==> src/jcs_pkg.sv <==
// constants for the jog / crawl / contactor sequencer
// assumes a 50 MHz control clock
package jcs_pkg;
    localparam int unsigned CLK_HZ          = 50_000_000;
    localparam int unsigned COAST_DROP_MS   = 100;
    localparam int unsigned LOCKOUT_MS      = 2000;
    localparam int unsigned COAST_DROP_CYC  = CLK_HZ / 1000 * COAST_DROP_MS;
    localparam int unsigned LOCKOUT_CYC     = CLK_HZ / 1000 * LOCKOUT_MS;
    // jog/slack ramp time in tenths of a second
    localparam int unsigned JOG_RAMP_MIN    = 1;
    localparam int unsigned JOG_RAMP_MAX    = 6000;
    localparam int unsigned JOG_RAMP_DFLT   = 10;
    localparam int unsigned SPEED_FULL      = 10000; // 100.00 percent
    localparam int unsigned DELAY_W         = 32;

    typedef enum logic [2:0] {
        MODE_STOP, MODE_RUN, MODE_CRAWL, MODE_SLACK1,
        MODE_SLACK2, MODE_JOG1, MODE_JOG2
    } op_mode_e;

    typedef enum logic [1:0] {
        RAMP_STOP, RAMP_RUN, RAMP_JOG
    } ramp_sel_e;

    typedef enum logic [1:0] {
        REF_BASE, REF_PLUS_SLACK, REF_JOG, REF_CRAWL
    } ref_sel_e;
endpackage

==> src/jog_crawl_contactor_sequencer.sv <==
// jog / crawl / slack mode decode and main contactor sequencer
// assumes all inputs synchronous to ref_clk_in; the ramp and speed loop
// are outside and report speed, stop done and interlock state here
//
// Contract
// - selection input low/high picks option
// - stop, run and crawl decode
// - jog and slack decode, jog ramp
// - jog ramp time clamped, overrides others
// - one jog time for all directions
// - contactor needs ready, coast high, demand
// - run needs run input and interlock
// - drop contactor 100 ms after fault
// - interlock timeout drops contactor, lockout
// - release contactor after stop sequence
// - restart during drop-out clears delay
// - stop time limit starts on start low
// - delay starts at drop-out speed
// - run low while stopping or in delay releases contactor at once
// - loops inhibited during delay unless live
// - jog flag held until ramp settles
`timescale 1ns/10ps
module jog_crawl_contactor_sequencer #(
    parameter int unsigned COAST_DROP_CYC = jcs_pkg::COAST_DROP_CYC,
    parameter int unsigned LOCKOUT_CYC    = jcs_pkg::LOCKOUT_CYC
) (
    input  wire logic        ref_clk_in,
    input  wire logic        arst_n_in,
    input  wire logic        start_in,
    input  wire logic        jog_in,
    input  wire logic        select_in,
    input  wire logic        run_in,
    input  wire logic        coast_halt_input_in,
    input  wire logic        ready_in,
    input  wire logic        zero_ilock_en_in,
    input  wire logic        zero_ilock_ok_in,
    input  wire logic        live_delay_in,
    input  wire logic        stop_done_in,
    input  wire logic        ramp_settled_in,
    input  wire logic [13:0] speed_abs_in,
    input  wire logic [13:0] dropout_speed_in,
    input  wire logic [31:0] dropout_delay_cyc_in,
    input  wire logic [12:0] jog_ramp_in,
    output logic             contactor_out,
    output logic             drive_run_out,
    output logic             loop_inhibit_out,
    output logic             lockout_out,
    output logic             jog_flag_out,
    output logic             slack_flag_out,
    output logic             stop_limit_start_out,
    output logic [2:0]       mode_out,
    output logic [1:0]       ramp_sel_out,
    output logic [1:0]       ref_sel_out,
    output logic [12:0]      ramp_time_out
);
    // ============================================================
    // input sampling
    // sampled inputs
    logic start_r, jog_r, sel_r, run_r, coast_r, ready_r;
    logic start_d_r;
    always_ff @(posedge ref_clk_in or negedge arst_n_in) begin
        if (!arst_n_in) begin
            start_r   <= 1'b0;
            jog_r     <= 1'b0;
            sel_r     <= 1'b0;
            run_r     <= 1'b0;
            coast_r   <= 1'b0;
            ready_r   <= 1'b0;
            start_d_r <= 1'b0;
        end else begin
            start_r   <= start_in;
            jog_r     <= jog_in;
            sel_r     <= select_in;
            run_r     <= run_in;
            coast_r   <= coast_halt_input_in;
            ready_r   <= ready_in;
            start_d_r <= start_r;
        end
    end

    // ============================================================
    // mode decode
    jcs_pkg::op_mode_e mode_nxt;
    always_comb begin
        case ({start_r, jog_r, sel_r})
            3'b100:  mode_nxt = jcs_pkg::MODE_RUN;
            3'b101:  mode_nxt = jcs_pkg::MODE_CRAWL;
            3'b110:  mode_nxt = jcs_pkg::MODE_SLACK1;
            3'b111:  mode_nxt = jcs_pkg::MODE_SLACK2;
            3'b010:  mode_nxt = jcs_pkg::MODE_JOG1;
            3'b011:  mode_nxt = jcs_pkg::MODE_JOG2;
            default: mode_nxt = jcs_pkg::MODE_STOP;
        endcase
    end

    wire demand     = start_r | jog_r;
    wire jog_mode   = jog_r;
    wire [12:0] jog_clamped =
        (jog_ramp_in < 13'(jcs_pkg::JOG_RAMP_MIN)) ?
            13'(jcs_pkg::JOG_RAMP_MIN) :
        (jog_ramp_in > 13'(jcs_pkg::JOG_RAMP_MAX)) ?
            13'(jcs_pkg::JOG_RAMP_MAX) : jog_ramp_in;

    // ramp family of the last demand, held while demand is low; nothing reads it
    logic was_jog_r;
    // ramp / reference selection outputs
    always_ff @(posedge ref_clk_in or negedge arst_n_in) begin
        if (!arst_n_in) begin
            mode_out      <= 3'(jcs_pkg::MODE_STOP);
            ramp_sel_out  <= 2'(jcs_pkg::RAMP_STOP);
            ref_sel_out   <= 2'(jcs_pkg::REF_BASE);
            ramp_time_out <= 13'(jcs_pkg::JOG_RAMP_DFLT);
            was_jog_r     <= 1'b0;
        end else begin
            mode_out <= 3'(mode_nxt);
            if (demand)
                was_jog_r <= jog_mode;
            ramp_time_out <= jog_clamped;
            if (jog_mode)
                ramp_sel_out <= 2'(jcs_pkg::RAMP_JOG);
            else if (start_r)
                ramp_sel_out <= 2'(jcs_pkg::RAMP_RUN);
            else
                ramp_sel_out <= 2'(jcs_pkg::RAMP_STOP);
            case (mode_nxt)
                jcs_pkg::MODE_SLACK1, jcs_pkg::MODE_SLACK2:
                    ref_sel_out <= 2'(jcs_pkg::REF_PLUS_SLACK);
                jcs_pkg::MODE_JOG1, jcs_pkg::MODE_JOG2:
                    ref_sel_out <= 2'(jcs_pkg::REF_JOG);
                jcs_pkg::MODE_CRAWL:
                    ref_sel_out <= 2'(jcs_pkg::REF_CRAWL);
                default:
                    ref_sel_out <= 2'(jcs_pkg::REF_BASE);
            endcase
        end
    end

    // ============================================================
    // contactor state machine
    typedef enum logic [2:0] {
        ST_OFF, ST_ON, ST_STOPPING, ST_DELAY, ST_FAULT_DROP, ST_LOCKOUT
    } con_state_e;
    con_state_e state_r;
    logic [31:0] cnt_r;
    wire healthy = ready_r & coast_r;
    wire ilock_bad = zero_ilock_en_in & ~zero_ilock_ok_in;
    wire at_drop = (speed_abs_in <= dropout_speed_in) ||
                   (dropout_speed_in >= 14'(jcs_pkg::SPEED_FULL));

    always_ff @(posedge ref_clk_in or negedge arst_n_in) begin
        if (!arst_n_in) begin
            state_r <= ST_OFF;
            cnt_r   <= 32'h0000_0000;
        end else begin
            case (state_r)
                ST_OFF: begin
                    cnt_r <= 32'h0000_0000;
                    if (healthy && demand)
                        state_r <= ST_ON;
                end
                ST_ON: begin
                    if (ilock_bad)
                        cnt_r <= cnt_r + 32'h0000_0001;
                    else
                        cnt_r <= 32'h0000_0000;
                    if (!healthy) begin
                        state_r <= ST_FAULT_DROP;
                        cnt_r   <= 32'h0000_0000;
                    end else if (ilock_bad &&
                                 cnt_r >= 32'(LOCKOUT_CYC - 1)) begin
                        state_r <= ST_LOCKOUT;
                    end else if (!demand) begin
                        state_r <= ST_STOPPING;
                        cnt_r   <= 32'h0000_0000;
                    end
                end
                ST_STOPPING: begin
                    if (!healthy)
                        state_r <= ST_FAULT_DROP;
                    else if (!run_r)
                        state_r <= ST_OFF;
                    else if (demand)
                        state_r <= ST_ON;
                    else if (at_drop)
                        state_r <= ST_DELAY;
                    cnt_r <= 32'h0000_0000;
                end
                ST_DELAY: begin
                    cnt_r <= cnt_r + 32'h0000_0001;
                    if (!healthy) begin
                        state_r <= ST_FAULT_DROP;
                        cnt_r   <= 32'h0000_0000;
                    end else if (!run_r) begin
                        state_r <= ST_OFF;
                    end else if (demand) begin
                        state_r <= ST_ON;
                        cnt_r   <= 32'h0000_0000;
                    end else if (cnt_r >= dropout_delay_cyc_in &&
                                 stop_done_in) begin
                        state_r <= ST_OFF;
                    end
                end
                ST_FAULT_DROP: begin
                    cnt_r <= cnt_r + 32'h0000_0001;
                    if (cnt_r >= 32'(COAST_DROP_CYC - 1))
                        state_r <= ST_OFF;
                end
                ST_LOCKOUT: begin
                    cnt_r <= 32'h0000_0000;
                    if (!demand)
                        state_r <= ST_OFF;
                end
                default: state_r <= ST_OFF;
            endcase
        end
    end

    logic live_r;
    always_ff @(posedge ref_clk_in or negedge arst_n_in) begin
        if (!arst_n_in)
            live_r <= 1'b0;
        else if (state_r != ST_DELAY)
            live_r <= live_delay_in;
    end

    // ============================================================
    // registered outputs
    always_ff @(posedge ref_clk_in or negedge arst_n_in) begin
        if (!arst_n_in) begin
            contactor_out        <= 1'b0;
            drive_run_out        <= 1'b0;
            loop_inhibit_out     <= 1'b1;
            lockout_out          <= 1'b0;
            jog_flag_out         <= 1'b0;
            slack_flag_out       <= 1'b0;
            stop_limit_start_out <= 1'b0;
        end else begin
            contactor_out <= (state_r == ST_ON) || (state_r == ST_STOPPING)
                          || (state_r == ST_DELAY)
                          || (state_r == ST_FAULT_DROP);
            drive_run_out <= ((state_r == ST_ON) ||
                              (state_r == ST_STOPPING)) &&
                             run_r && !ilock_bad && healthy;
            loop_inhibit_out <= !(((state_r == ST_ON) ||
                                   (state_r == ST_STOPPING)) ||
                                  ((state_r == ST_DELAY) && live_r));
            if (state_r == ST_LOCKOUT)
                lockout_out <= 1'b1;
            else if (state_r == ST_ON)
                lockout_out <= 1'b0;
            if (jog_r && !start_r)
                jog_flag_out <= 1'b1;
            else if (ramp_settled_in || state_r == ST_OFF)
                jog_flag_out <= 1'b0;
            if (jog_r && start_r)
                slack_flag_out <= 1'b1;
            else if (ramp_settled_in || state_r == ST_OFF)
                slack_flag_out <= 1'b0;
            stop_limit_start_out <= start_d_r && !start_r;
        end
    end
endmodule

==> config.mk <==
export PLATFORM = sky130hd
export DESIGN_NAME = jog_crawl_contactor_sequencer
export DESIGN_NICKNAME = d
export VERILOG_FILES = /design/src/jcs_pkg.sv /design/src/jog_crawl_contactor_sequencer.sv
export SDC_FILE = /design/constraint.sdc
export NUM_CORES = 1
export LEC_CHECK = 0
export BUFFER_PORTS_ARGS = -buffer_cell sky130_fd_sc_hd__buf_2
export CAP_MARGIN = 20
export CORE_UTILIZATION = 54
export DETAILED_ROUTE_END_ITERATION = 7
export PLACE_DENSITY = 0.92
export SLEW_MARGIN = 15
export SYNTH_ARGS = -nofsm -noshare
export SYNTH_HDL_FRONTEND = slang
export SYNTH_SLANG_ARGS = --single-unit
==> constraint.sdc <==
create_clock -name ref_clk_in -period 3.7 [get_ports ref_clk_in]
set_clock_uncertainty 0.15 [all_clocks]
set_input_delay 0.555 -clock ref_clk_in [delete_from_list [all_inputs] [get_ports ref_clk_in]]
set_output_delay 0.555 -clock ref_clk_in [all_outputs]
set_load 0.1 [all_outputs]
==> results_dict.tcl, run 1 <==
set metrics [dict create \
    syn_inst 500 \
    grt_pass1_vias 4159 \
    port_buffers 112 \
    ys_async_sr_fraction_pct 100 \
    synth_top_cell_area_share_pct 37.9 \
    timing.final.crit_share_pct 83.5 \
    reg2reg_depth 8 \
    die-area_mm2 0.00856 \
    hold_viol_final 0 \
    grt_pass1_wl_um 17800 \
    antenna_found_initial 0 \
    viasPerCell 5.69 \
    max_freq_mhz 324 \
    ys_types 56 \
    ys.flop_type "dfrtp_1" \
    cts_hold_buf 0 \
    fin_area_mm2 0.00524 \
    outcome "finished clean" \
    placed_cell_area_mm2 0.00507 \
    rrSetupSlack_ns 0.61 \
    postCtsResizedCells 0 \
    vias 4116 \
    die_w_um 92.5 \
    tns_ns 0 \
    rsz0062_at_grt "no" \
    drive_gt1_share_pct 23.3 \
    cp_max_fo 8 \
    power_density_mw_per_mm2 423 \
    overflow 0 \
    yosysWarnings 0 \
    path_class "reg2reg" \
    r2r-end "state_r[0]" \
    rows 32 \
    fin_nets 749 \
    hold-worst-slack_ns 0.148 \
    endpoint_kind "flop" \
    synth-edff-count 0 \
    tightestPinTransition_ns 0.795 \
    ir_drop_mv 0.487 \
    p_leak_nw 2.70 \
    cts_sinks 70 \
    antenna_left 0 \
    worstPathRequired_ns 3.78 \
    cts_setup_buffers 0 \
    synth_most_common_cell "dfrtp_1" \
    grt_max_degree 37 \
    synth_area_mm2 0.00442 \
    synthTopCellsByArea "dfrtp_1, ha_1, inv_1" \
    core_area_mm2 0.00781 \
    synth_nets 633 \
    multi_input_area_mm2 0.00240 \
    first_iter_violations 248 \
    cp-startpoint "cnt_r[13]" \
    min_path_type "in2async" \
    syn_avg_cell_area_um2 8.85 \
    cts-root-buf "clkbuf_8" \
    synth-seq-cells 70 \
    max-cap-violations 0 \
    die_height_um 92.5 \
    clk_latency_ns 0.34 \
    wirelength_um 10400 \
    numCtsBuffers 9 \
    synth_seq_area_share_pct 39.7 \
    htree_num_levels 3 \
    period_needed_ns 3.09 \
    slew_violations 0 \
    relSlewSlack_pct 47.0 \
    final_util_pct 67.1 \
    nFillCells 619 \
    setup_viol 0 \
    power.total_mw 2.22 \
    critPathLaunchType "flop" \
    cts_tree "built" \
    initial_utilization_pct 56.7 \
    ios 113 \
    arrival_ns 3.17 \
    grtUsageTotal_pct 26.0 \
    synth.top_cells.by_count "dfrtp_1, inv_1, nor2_1" \
    cts.clk_slew.worst_paths_ns 0.07 \
    dr.pass1.iters 5 \
    syn_to_final_growth_pct 18.5 \
    clockBufferDepth 2 \
    dp_hpwl_um 8200 \
    yosys.area.top_type "dfrtp_1" \
    r2r-start "cnt_r[13]" \
    n_antenna_cell 0 \
    regArea_mm2 0.00176 \
    routedWlPerCell_um 14.3 \
    drc 0 \
    place_congestion 0.889 \
]
[sequential cells by signal (all words and copies together) (netlist names), 2 cells and up]
register       cells
ramp_time_out     13
ramp_sel_out       2
cnt_r             32
mode_out           3
ref_sel_out        2
state_r            3
[power by group]
| part | internal (mW) | total, mW | switching, mW |
|---|---|---|---|
| combinational | 0.220 | 0.770 | 0.551 |
| sequential | 0.835 | 0.915 | 0.0799 |
| clock | 0.261 | 0.534 | 0.273 |
[area by class of cell]
class	instances	area share, %
Timing Repair Buffer	116	11.3
Sequential cell	70	33.5
Clock inverter	2	0.191
Clock buffer	14	2.91
Multi-Input combinational cell	365	45.8
Inverter	54	3.87
Tap cell	102	2.43
[critical path: stages, from the launching register on]
cell     delay, ns
dfrtp_1       0.48
ha_1          0.35
nand4_1       0.16
or4_1         0.54
or4_1         0.41
nand3_1       0.14
a21oi_1       0.09
nor3_1        0.31
mux2_1        0.35
[worst max path at each step]
stage / end / slack, ns / depth (start not counted)
6_report: state_r[0] / 0.61 / 8
5_1_grt: state_r[0] / 0.47 / 8
4_1_cts: cnt_r[6] / 0.56 / 7
3_5_place_dp: state_r[0] / 0.46 / 10
3_3_place_gp: state_r[0] / 0.57 / 10
2_1_floorplan: state_r[0] / 0.80 / 9
[metrics by stage]
stage	setup WS (ns)	cells
after floorplan	0.797	500
after global placement	0.571	706
after detailed placement	0.465	706
after CTS	0.560	722
after global routing	0.473	723
final	0.610	723
[cell families (layout without fill, tap and decap cells)]
group | after synthesis | in the layout | synth area share, %
buffers and inverters | 65 | 186 | 6.11
DFF | 70 | 70 | 39.7
and+or+nand+nor | 208 | 208 | 23.2
AOI/OAI and AO/OA | 78 | 78 | 11.2
adders and majority gates | 47 | 47 | 13.3
xor gates and xnor gates | 29 | 29 | 5.74
muxes | 3 | 3 | 0.764
[metal layers]
metal | GRT usage, % | vias up | wire [µm]
li1 | - | 1972 | -
met4 | 9.77 | 0 | 235
met1 | 29.7 | 1949 | 4110
met2 | 45.7 | 168 | 5160
met3 | 7.47 | 27 | 865
met5 | 0 | - | 0
[cell usage in the layout (no fill, tap or decap), types with 3 or more instances in the layout]
cell / count
xor2_1: 15
o31ai_1: 5
o21ai_0: 18
nor2_1: 52
dfstp_2: 3
a2111oi_0: 3
o211ai_1: 4
inv_1: 54
a21oi_1: 23
buf_4: 3
clkbuf_8: 10
nand3_1: 22
dfrtp_1: 67
a21o_1: 3
nand2_1: 49
nor2b_1: 10
or2_2: 8
clkbuf_1: 4
nand2b_1: 4
xnor2_1: 14
buf_2: 112
nor4_1: 6
nand4_1: 18
nor3_1: 14
and3_1: 9
a31oi_1: 4
or4_1: 4
ha_1: 47
Power figures use the tool's default switching activity.
==> run 2, diff against run 1 <==
- CORE_UTILIZATION: 54 -> 49
- PLACE_DENSITY: 0.92 -> 0.89
- clock period: 3.7 -> 2.6 ns (I/O delays scaled with it)
==> results_dict.tcl, run 2 (synthesis results as in run 1) <==
set metrics [dict create \
    final_cell_mix "buf_2, dfrtp_1, inv_1, nor2_1, buf_4" \
    regArea_mm2 0.00176 \
    whs_endpoint "ramp_time_out[12]" \
    critical_path.top_delay_family "simple AND/OR/NAND/NOR gates" \
    violations "setup timing" \
    antenna_left 0 \
    slew_violations 0 \
    cts_sinks 70 \
    grt_max_degree 34 \
    clockBufferDepth 2 \
    overflow 0 \
    die_w_um 97.0 \
    place_congestion 0.885 \
    layout_commonest_cell "buf_2" \
    setup_slack_ns -0.117 \
    critPathLaunchType "flop" \
    ir_drop_mv 0.543 \
    rows 34 \
    relSlewSlack_pct 56.5 \
    worst_path_most_repeated_cell "or4_4" \
    grt_pass1_wl_um 19100 \
    hold-worst-slack_ns 0.0495 \
    dr.pass1.iters 6 \
    nFillCells 664 \
    grtUsageTotal_pct 25.0 \
    hold_viol_final 0 \
    worst-path-buf-inv 0 \
    numCtsBuffers 9 \
    holdPathStages 1 \
    worstPathCellList "ha_1 -> nand4_1 -> or4_4 -> or4_4 -> nand3_4 -> a21oi_4 -> o41a_1 -> a31oi_1" \
    n_antenna_cell 0 \
    wirelength_um 11400 \
    outcome "complete, but fails checks" \
    r2r-start "cnt_r[9]" \
    rsz0062_at_grt "yes" \
    max-cap-violations 0 \
    cts_tree "built" \
    viasPerCell 5.45 \
    regMostFlops "cnt_r" \
    worstPathRequired_ns 2.73 \
    period_needed_ns 2.72 \
    worst_path_largest_cell_delay_ns 0.53 \
    cts-root-buf "clkbuf_8" \
    p_leak_nw 3.00 \
    power_density_mw_per_mm2 586 \
    port_buffers 112 \
    timing.final.crit_share_pct 104 \
    die-area_mm2 0.00941 \
    max_freq_mhz 368 \
    htree_num_levels 3 \
    use_met1_pct 29.5 \
    syn_to_final_growth_pct 31.6 \
    first_iter_violations 216 \
    drive_gt1_share_pct 31.3 \
    die_height_um 97.0 \
    multi_input_area_mm2 0.00250 \
    tightestPinTransition_ns 0.652 \
    largest_reg_flops 32 \
    routedWlPerCell_um 14.5 \
    dp_hpwl_um 8850 \
    setup_viol 2 \
    path_class "reg2reg" \
    cts.clk_slew.worst_paths_ns 0.08 \
    min_path_type "in2reg" \
    ios 113 \
    initial_utilization_pct 50.7 \
    r2r-end "state_r[1]" \
    tns_ns -0.212 \
    busiest_layer "met2" \
    gr-usage-met2_pct 42.5 \
    antenna_found_initial 0 \
    grt_pass1_vias 4353 \
    cp_max_fo 2 \
    vias 4278 \
    arrival_ns 2.84 \
    hold_start "jog_ramp_in[12]" \
    reg2reg_depth 8 \
    endpoint_kind "flop" \
    power.total_mw 3.42 \
    slowest_stage "or4_4" \
    met3_usage_pct 6.94 \
    clk_latency_ns 0.35 \
    core_area_mm2 0.00872 \
    drc 0 \
    fin_nets 805 \
    rrSetupSlack_ns -0.12 \
    reg_top3 "cnt_r x32, ramp_time_out x13" \
]
-- run 2: changes by cell type in the layout (fill, tap and decap cells not counted), sizes merged --
cell | previous run | this run
clkbuf | 14 | 10
clkinv | 2 | 3
clkinvlp | 0 | 3
dlygate4sd3 | 0 | 7
buf | 116 | 165
-- run 2: area by class of cell --
cell class | count | share of cell area [%]
multi-input cells | 365 | 42.9
flip-flops and latches | 70 | 30.2
repair buffers | 172 | 18.1
inverters | 54 | 3.48
clock buffers | 10 | 2.36
well taps | 108 | 2.32
clock inverters | 6 | 0.644
-- run 2: metrics by stage --
stage / std cells / util, % / worst slack (ns) / area [µm²]
final: 785 / 66.8 / -0.117 / 5820
after global routing: 785 / 66.8 / -0.196 / 5820
after CTS: 783 / 65.8 / -0.167 / 5740
after detailed placement: 756 / 62.5 / -0.384 / 5450
after global placement: 756 / 62.5 / -0.227 / 5450
after floorplan: 500 / - / -0.0181 / 4440
-- run 2: power by group --
group	switching, mW	total (mW)	internal [mW]
clock network	0.417	0.783	0.366
registers	0.0723	1.26	1.19
logic	0.887	1.37	0.483
total	1.38	3.42	2.04
-- run 2: worst max path at each step --
stage / slack (ns) / from / to / cells after the start
3_3_place_gp: -0.23 / dropout_delay_cyc_in[15] / state_r[0] / 10
4_1_cts: -0.17 / cnt_r[10] / state_r[0] / 8
5_1_grt: -0.20 / cnt_r[9] / state_r[1] / 8
2_1_floorplan: -0.02 / cnt_r[15] / state_r[0] / 8
3_5_place_dp: -0.38 / dropout_delay_cyc_in[13] / state_r[1] / 10
6_report: -0.12 / cnt_r[9] / state_r[1] / 8
-- run 2: what timing repair did --
action / in CTS / in global routing
hold buffers: 7 / 0
pin swaps: 3 / 3
gates resized for setup: 3 / 11
endpoints found under the setup margin: 4 / 34
setup buffers: 4 / 2
endpoints found under the hold margin: 31 / 0
-- run 2: layer usage --
metal / wire (µm) / part of all wire [%]
met3: 833 / 7.3
met2: 5600 / 49
met1: 4630 / 41
met5: 0 / 0
met4: 317 / 2.8
